## config.mk

```make
export PLATFORM = sky130hd
export DESIGN_NAME = osc_config_decode
export DESIGN_NICKNAME = d
export VERILOG_FILES = /design/src/design/osc_config_pkg.sv /design/src/design/osc_config_decode.sv
export SDC_FILE = /design/constraint.sdc
export NUM_CORES = 1
export LEC_CHECK = 0
export BUFFER_PORTS_ARGS = -buffer_cell sky130_fd_sc_hd__buf_2
export CORE_MARGIN = 5
export CORE_UTILIZATION = 49
export DETAILED_ROUTE_END_ITERATION = 10
export HOLD_SLACK_MARGIN = 0.03
export PLACE_DENSITY = 0.76
export SKIP_LAST_GASP = 1
export SLEW_MARGIN = 0
export SYNTH_ARGS = -nofsm -noshare
export SYNTH_HDL_FRONTEND = slang
export SYNTH_SLANG_ARGS = --single-unit
export TNS_END_PERCENT = 100
```

## constraint.sdc

```tcl
create_clock -name clk -period 1 [get_ports clk]
set_input_delay 0.15 -clock clk [delete_from_list [all_inputs] [get_ports clk]]
set_output_delay 0.15 -clock clk [all_outputs]
set_load 0.005 [all_outputs]
```

## src/design/osc_config_pkg.sv

```systemverilog
// Package: configuration field codes and decoded types for the oscillator decode
package osc_config_pkg;

	// ==========================================================
	// Field widths and codes
	localparam int unsigned SRC_W  = 3;
	localparam int unsigned MODE_W = 2;

	localparam logic [2:0] SRC_FAST_DIVN     = 3'h7;
	localparam logic [2:0] SRC_FAST_DIV16    = 3'h6;
	localparam logic [2:0] SRC_LOW_POWER     = 3'h5;
	localparam logic [2:0] SRC_RESERVED      = 3'h4;
	localparam logic [2:0] SRC_PRI_PLL       = 3'h3;
	localparam logic [2:0] SRC_PRI           = 3'h2;
	localparam logic [2:0] SRC_FAST_DIVN_PLL = 3'h1;
	localparam logic [2:0] SRC_FAST          = 3'h0;

	localparam logic [1:0] CKSM_SW_FSCM     = 2'h0;
	localparam logic [1:0] CKSM_SW_ONLY     = 2'h1;
	localparam int unsigned CKSM_DIS_BIT    = 1;

	localparam logic [1:0] PRI_OFF          = 2'h3;
	localparam logic [1:0] PRI_XTAL_HIGH    = 2'h2;
	localparam logic [1:0] PRI_XTAL_MID     = 2'h1;
	localparam logic [1:0] PRI_EXT_CLK      = 2'h0;

	// ==========================================================
	// Reset values of the captured fields (safe: plain fast RC, no switching, primary off)
	localparam logic [2:0] SRC_RST          = 3'h0;
	localparam logic [1:0] CKSM_RST         = 2'h3;
	localparam logic       LOCK_RST         = 1'h1;
	localparam logic       FNC_RST          = 1'h0;
	localparam logic [1:0] PRI_RST          = 2'h3;

	// ==========================================================
	// Decoded clock source
	typedef enum logic [3:0] {
		CLK_FAST          = 4'h0,
		CLK_FAST_DIVN_PLL = 4'h1,
		CLK_PRI           = 4'h2,
		CLK_PRI_PLL       = 4'h3,
		CLK_LOW_POWER     = 4'h4,
		CLK_FAST_DIV16    = 4'h5,
		CLK_FAST_DIVN     = 4'h6,
		CLK_INVALID       = 4'hf
	} clk_source_t;

	typedef enum logic [1:0] {
		PMODE_EXT_CLK   = 2'h0,
		PMODE_XTAL_MID  = 2'h1,
		PMODE_XTAL_HIGH = 2'h2,
		PMODE_OFF       = 2'h3
	} pri_mode_t;

	// Raw configuration word as read from nonvolatile memory
	typedef struct packed {
		logic [2:0] osc_source_select;
		logic [1:0] clk_switch_monitor_mode;
		logic       pin_map_single_change;
		logic       second_osc_pin_pin_function;
		logic [1:0] primary_osc_mode;
	} osc_cfg_t;

	localparam osc_cfg_t CFG_RST = '{SRC_RST, CKSM_RST, LOCK_RST, FNC_RST, PRI_RST};

	// Decoded outputs
	typedef struct packed {
		clk_source_t clk_source;
		logic        src_uses_pll;
		logic        src_uses_primary;
		logic        src_reserved;
		logic        clk_switch_enable;
		logic        fail_safe_enable;
		pri_mode_t   pri_mode;
		logic        primary_enable;
		logic        pin_clk_out;
		logic        pin_gpio;
	} osc_decoded_t;

endpackage : osc_config_pkg

```

## src/design/osc_config_decode.sv

```systemverilog
// Module: capture and decode of the oscillator configuration fields
// Behaviour
// Source codes 111, 110, 101 select fast RC via divide-by-N, fast RC by 16, low-power RC.
// Code 100 in the source field is reserved and must never be programmed.
// Codes 011, 010, 001, 000 select primary+PLL, primary, fast RC div-N+PLL, plain fast RC.
// Switch mode 1x disables switching and monitor, 01 switching only, 00 both on.
// Lock bit 1 allows one pin mapping change, 0 allows any number.
// Outside crystal modes the second oscillator pin outputs the clock when its bit is 1, else GPIO.
// Primary mode 11 off, 10 high-speed crystal, 01 mid-speed crystal, 00 external clock.
// All fields are captured from configuration memory at reset and held until the next reset.
`timescale 1ns/1ns
`default_nettype none

module osc_config_decode
	import osc_config_pkg::*;
#(
	// Field widths of the configuration word; the layout allows no others
	parameter int unsigned SRC_WIDTH  = SRC_W,
	parameter int unsigned MODE_WIDTH = MODE_W
)
(
	input  wire logic     clk,
	input  wire logic     rst_n,
	input  wire osc_cfg_t cfg_word,
	input  wire logic     cfg_valid,
	input  wire logic     pin_map_write,
	output logic          pin_map_write_accept,
	output logic          cfg_loaded,
	output osc_decoded_t  decoded
);

	// ==========================================================
	// Reset synchroniser
	// Asynchronous assert, clocked release so all state leaves reset on one edge
	logic rst_sync1_reg;
	logic rst_sync2_reg;

	always_ff @(posedge clk or negedge rst_n) begin
		if (!rst_n) begin
			rst_sync1_reg <= 1'b0;
			rst_sync2_reg <= 1'b0;
		end else begin
			rst_sync1_reg <= 1'b1;
			rst_sync2_reg <= rst_sync1_reg;
		end
	end

	// Internal reset for every other register
	wire logic rst_int_n = rst_sync2_reg;

	// ==========================================================
	// Elaboration checks
	if (SRC_WIDTH != SRC_W) begin : g_src_width_check
		$error("Source field width does not match the configuration word");
	end
	if (MODE_WIDTH != MODE_W ||
	    SRC_WIDTH + 2 * MODE_WIDTH + 2 != $bits(osc_cfg_t)) begin : g_mode_width_check
		$error("Mode field width does not match the configuration word");
	end

	// ==========================================================
	// Configuration capture
	// Memory readout comes from the device clock domain, so no synchroniser.
	osc_cfg_t     cfg_reg;
	osc_cfg_t     cfg_next;
	logic         loaded_reg;
	logic         loaded_next;
	logic         map_done_reg;
	logic         map_done_next;
	logic         accept_reg;
	logic         accept_next;
	osc_decoded_t dec_reg;
	osc_decoded_t dec_next;

	always_comb begin
		cfg_next    = cfg_reg;
		loaded_next = loaded_reg;
		// Only the first valid word after reset counts; later ones are ignored
		if (!loaded_reg && cfg_valid) begin
			cfg_next    = cfg_word;
			loaded_next = 1'b1;
		end
	end

	// ==========================================================
	// Capture registers
	// Reset value is the safe start-up word, not zeros
	always_ff @(posedge clk or negedge rst_int_n) begin
		if (!rst_int_n) begin
			cfg_reg    <= CFG_RST;
			loaded_reg <= 1'b0;
		end else begin
			cfg_reg    <= cfg_next;
			loaded_reg <= loaded_next;
		end
	end

	// ==========================================================
	// Pin mapping change gate
	// Writes before the word is loaded are ignored
	// A refused request leaves no trace: no accept pulse, no state change
	always_comb begin
		map_done_next = map_done_reg;
		accept_next   = 1'b0;
		if (loaded_reg && pin_map_write) begin
			if (!(cfg_reg.pin_map_single_change && map_done_reg)) begin
				accept_next   = 1'b1;
				map_done_next = 1'b1;
			end
		end
	end

	// ==========================================================
	// Pin mapping registers
	// The single-change lock lasts until the next reset
	always_ff @(posedge clk or negedge rst_int_n) begin
		if (!rst_int_n) begin
			map_done_reg <= 1'b0;
			accept_reg   <= 1'b0;
		end else begin
			map_done_reg <= map_done_next;
			accept_reg   <= accept_next;
		end
	end

	// ==========================================================
	// Decode
	always_comb begin
		dec_next = '0;
		// Source table and its PLL / primary flags kept side by side
		unique case (cfg_reg.osc_source_select)
			SRC_FAST_DIVN: begin
				dec_next.clk_source = CLK_FAST_DIVN;
			end
			SRC_FAST_DIV16: begin
				dec_next.clk_source = CLK_FAST_DIV16;
			end
			SRC_LOW_POWER: begin
				dec_next.clk_source = CLK_LOW_POWER;
			end
			SRC_PRI_PLL: begin
				dec_next.clk_source       = CLK_PRI_PLL;
				dec_next.src_uses_pll     = 1'b1;
				dec_next.src_uses_primary = 1'b1;
			end
			SRC_PRI: begin
				dec_next.clk_source       = CLK_PRI;
				dec_next.src_uses_primary = 1'b1;
			end
			SRC_FAST_DIVN_PLL: begin
				dec_next.clk_source   = CLK_FAST_DIVN_PLL;
				dec_next.src_uses_pll = 1'b1;
			end
			SRC_FAST: begin
				dec_next.clk_source = CLK_FAST;
			end
			default: begin
				// Reserved code: flag it, fall back to plain fast RC so the core still runs
				dec_next.clk_source   = CLK_FAST;
				dec_next.src_reserved = 1'b1;
			end
		endcase

		// Upper bit set locks the clock tree: no switching and no monitor
		if (cfg_reg.clk_switch_monitor_mode[CKSM_DIS_BIT]) begin
			dec_next.clk_switch_enable = 1'b0;
			dec_next.fail_safe_enable  = 1'b0;
		end else begin
			dec_next.clk_switch_enable = 1'b1;
			dec_next.fail_safe_enable  = (cfg_reg.clk_switch_monitor_mode == CKSM_SW_FSCM);
		end

		unique case (cfg_reg.primary_osc_mode)
			PRI_OFF: begin
				dec_next.pri_mode       = PMODE_OFF;
				dec_next.primary_enable = 1'b0;
			end
			PRI_XTAL_HIGH: begin
				dec_next.pri_mode       = PMODE_XTAL_HIGH;
				dec_next.primary_enable = 1'b1;
			end
			PRI_XTAL_MID: begin
				dec_next.pri_mode       = PMODE_XTAL_MID;
				dec_next.primary_enable = 1'b1;
			end
			PRI_EXT_CLK: begin
				dec_next.pri_mode       = PMODE_EXT_CLK;
				dec_next.primary_enable = 1'b1;
			end
		endcase

		// Crystal modes own the pin for the resonator, so neither clock out nor GPIO
		// Primary off frees the pin just as external clock mode does
		if (dec_next.pri_mode == PMODE_XTAL_HIGH || dec_next.pri_mode == PMODE_XTAL_MID) begin
			dec_next.pin_clk_out = 1'b0;
			dec_next.pin_gpio    = 1'b0;
		end else begin
			dec_next.pin_clk_out = cfg_reg.second_osc_pin_pin_function;
			dec_next.pin_gpio    = !cfg_reg.second_osc_pin_pin_function;
		end
	end

	// ==========================================================
	// Decode registers
	// Every decoded output comes straight from a flip-flop
	always_ff @(posedge clk or negedge rst_int_n) begin
		if (!rst_int_n) begin
			dec_reg <= '0;
		end else begin
			dec_reg <= dec_next;
		end
	end

	// ==========================================================
	// Outputs
	assign pin_map_write_accept = accept_reg;
	assign cfg_loaded           = loaded_reg;
	assign decoded              = dec_reg;

endmodule : osc_config_decode

`default_nettype wire

```

==> impl_metrics.toml <==
[clock_network]
cts.htree.levels = 1
cts_buffer_depth = 2
numCtsBuffers = 3
clock-sinks = 27
insertion_delay_ps = 320
clkTransAtPathRegs_ps = 140
tritoncts = "done"
root_buffer = "clkbuf_4"

[drt]
first_pass_iters = 3
antenna_left = 0
initialDrtViolationCount = 1
post_drt_wl_per_cell_um = 13.6
drt-total-wl_um = 1770
drcViolationCount = 0
num_vias = 574
via_per_inst = 4.42

[global_route]
grt_start_max_net_pins = 15
grt_overflow = 0
grt_pass1_wl_um = 2790
grt_pass1_vias = 580
grt.total_usage_pct = 13.8
antenna_found_initial = 0

[placement]
dp_slack_ps = -141
place_area_um2 = 1210
dp_hpwl_um = 1300
io_buffer_count = 27
dp_cells = 123
place.gp.congestion = 0.658

[cells_and_area]
nets = 120
num_antenna_cells = 0
num-fill-cells = 155
final_cell_mix = "buf_2 (27), dfrtp_1 (22), mux2_4 (9), dfstp_2 (5), buf_4 (4)"
largest_reg_flops = 13
syn2layout_area_growth_pct = 30.4
regArea_um2 = 682
fin_area_um2 = 1300
multi_input_area_um2 = 315
stdcell_count = 130
layout_commonest_cell = "buf_2"
drive_gt1_share_pct = 57.3

[floorplanning]
rows = 16
start_util_pct = 51.0
die_h_um = 55.2
die-area_um2 = 3040
coreArea_um2 = 1960
die_x_um = 55.2
pin_count = 29

[sta]
fmax_mhz = 872
worst_slack_ps = -147
rsz0062_at_grt = "true"
final.setup.tns_ps = -1480
setup_violations = 14
maxSlewViolCount = 0
period_share_pct = 115
skew_ps = 5.75
timing.final.crit_period_ps = 1150
finalHoldViolations = 0

[synth]
syn-num-nets = 81
avgSynthCellArea_um2 = 15.4
synth.area.top_cells = "dfrtp_1 (55%), mux2_4 (14%), dfstp_2 (13%)"
yosys_warnings = 0
yosys.area.top_type_share_pct = 55.1
netlist_instances = 65
yosysUniqueCellTypes = 18
ys_seq_elements = 27
yosysTopAreaCell = "dfrtp_1"
synth.yosys.seq_area_share_pct = 68.2
syn-cell-area_um2 = 1000

[run_status]
violations = "negative setup slack"
status = "complete, but fails checks"

[power_and_ir_drop]
p_int_mw = 1.60
power.leakage_nw = 0.645
powerDensity_nw_per_um2 = 1610
switching_share_pct = 23.8
p_seq_share_pct = 61.8
vdd_drop_max_v = 0.000829
switching_power_mw = 0.501
p_comb_share_pct = 16.7
power_frac_clock_pct = 21.5

[setup_path]
cp-end-kind = "flop"
critPathRequiredTime_ps = 1210
timing.rr.start = "cfg_loaded"
crit_type = "reg -> reg"
crit_path_start_kind = "flop"
cp_cell_sequence = "nor2b_2, buf_12, mux2_4"
cp.arrival_ps = 1360
cp_slowest_stage_delay_ps = 430
crit_family = "flip-flops"
crit_buf_inv = 1
path_max_fanout = 9
critPathSlowestCell = "dfrtp_1"
worstSetupStartpoint = "cfg_loaded"

[min_path]
min-delay-start = "cfg_word[3]"
hold_class = "in -> reg"

[job]
maxCapViolations = 0
## routing by layer
metal	vias to the layer above	global-route usage, %	part of all wire (%)
li1	275	-	-
met1	275	16.8	41
met2	20	23.0	50
met3	4	1.88	6.8
met4	0	8.50	2.2
met5	-	0	0
## repair_timing
action                                  CTS  global route
pin swaps                                 0             1
hold buffers                              2             0
resized for setup                         4             7
endpoints found under the hold margin     3             0
buffers inserted                          0             1
endpoints found under the setup margin   14            25
## cell families (layout without fill, tap and decap cells)
group                    after synthesis  count (layout)  synth area share, %
adder cells (fa/ha/maj)                3               3                 3.76
multiplexers                           9               9                 13.5
AO/OA/AOI/OAI                          3               3                 2.00
AND/OR/NAND/NOR                       14              14                 8.01
flip-flops                            27              27                 68.2
buffers and inverters                  7              45                 3.76
other                                  2               2                0.751
## cells in the mapped netlist (all sizes together)
library cell  number
mux2               9
or2                3
nor2b              3
o21bai             1
nand2              1
o21a               1
conb               2
inv                5
a21oi              1
buf                2
and2               2
nor2               3
dfrtp             22
ha                 3
nand2b             2
dfstp              5
## worst paths after layout
path	endpoint	slack, ps	depth (start not counted)
min in group asynchronous	decoded[12]	130	0
max in group asynchronous	cfg_reg[5]	350	1
setup / recovery	cfg_reg[2]	-150	3
hold / removal	cfg_reg[3]	60	2
setup reg to reg	cfg_reg[2]	-150	3
hold reg to reg	decoded[12]	130	0
## through the flow
step	utilization [%]	power [mW]	hold slack (ps)
detailed placement	61.5	1.62	-62.1
CTS	64.7	2.08	50.4
finish	66.5	2.10	57.2
floorplan	-	1.45	-146
global placement	61.5	1.59	-64.9
global route	66.5	2.21	46.0
## cell type report
cell class / count / share of cell area (%)
timing repair buffer: 36 / 17.5
tap: 27 / 2.59
inverter: 5 / 1.44
multi-input combinational: 31 / 24.2
sequential: 27 / 52.3
clock buffer: 4 / 2.02
## power groups by stage
stage,Combinational (mW),Clock [mW],Sequential (mW)
after CTS,0.321,0.464,1.30
after global routing,0.396,0.497,1.32
after floorplan,0.128,0,1.33
final,0.351,0.453,1.30
after global placement,0.286,0,1.30
after detailed placement,0.302,0,1.31
Note: power is estimated with default switching activity, not from simulation.
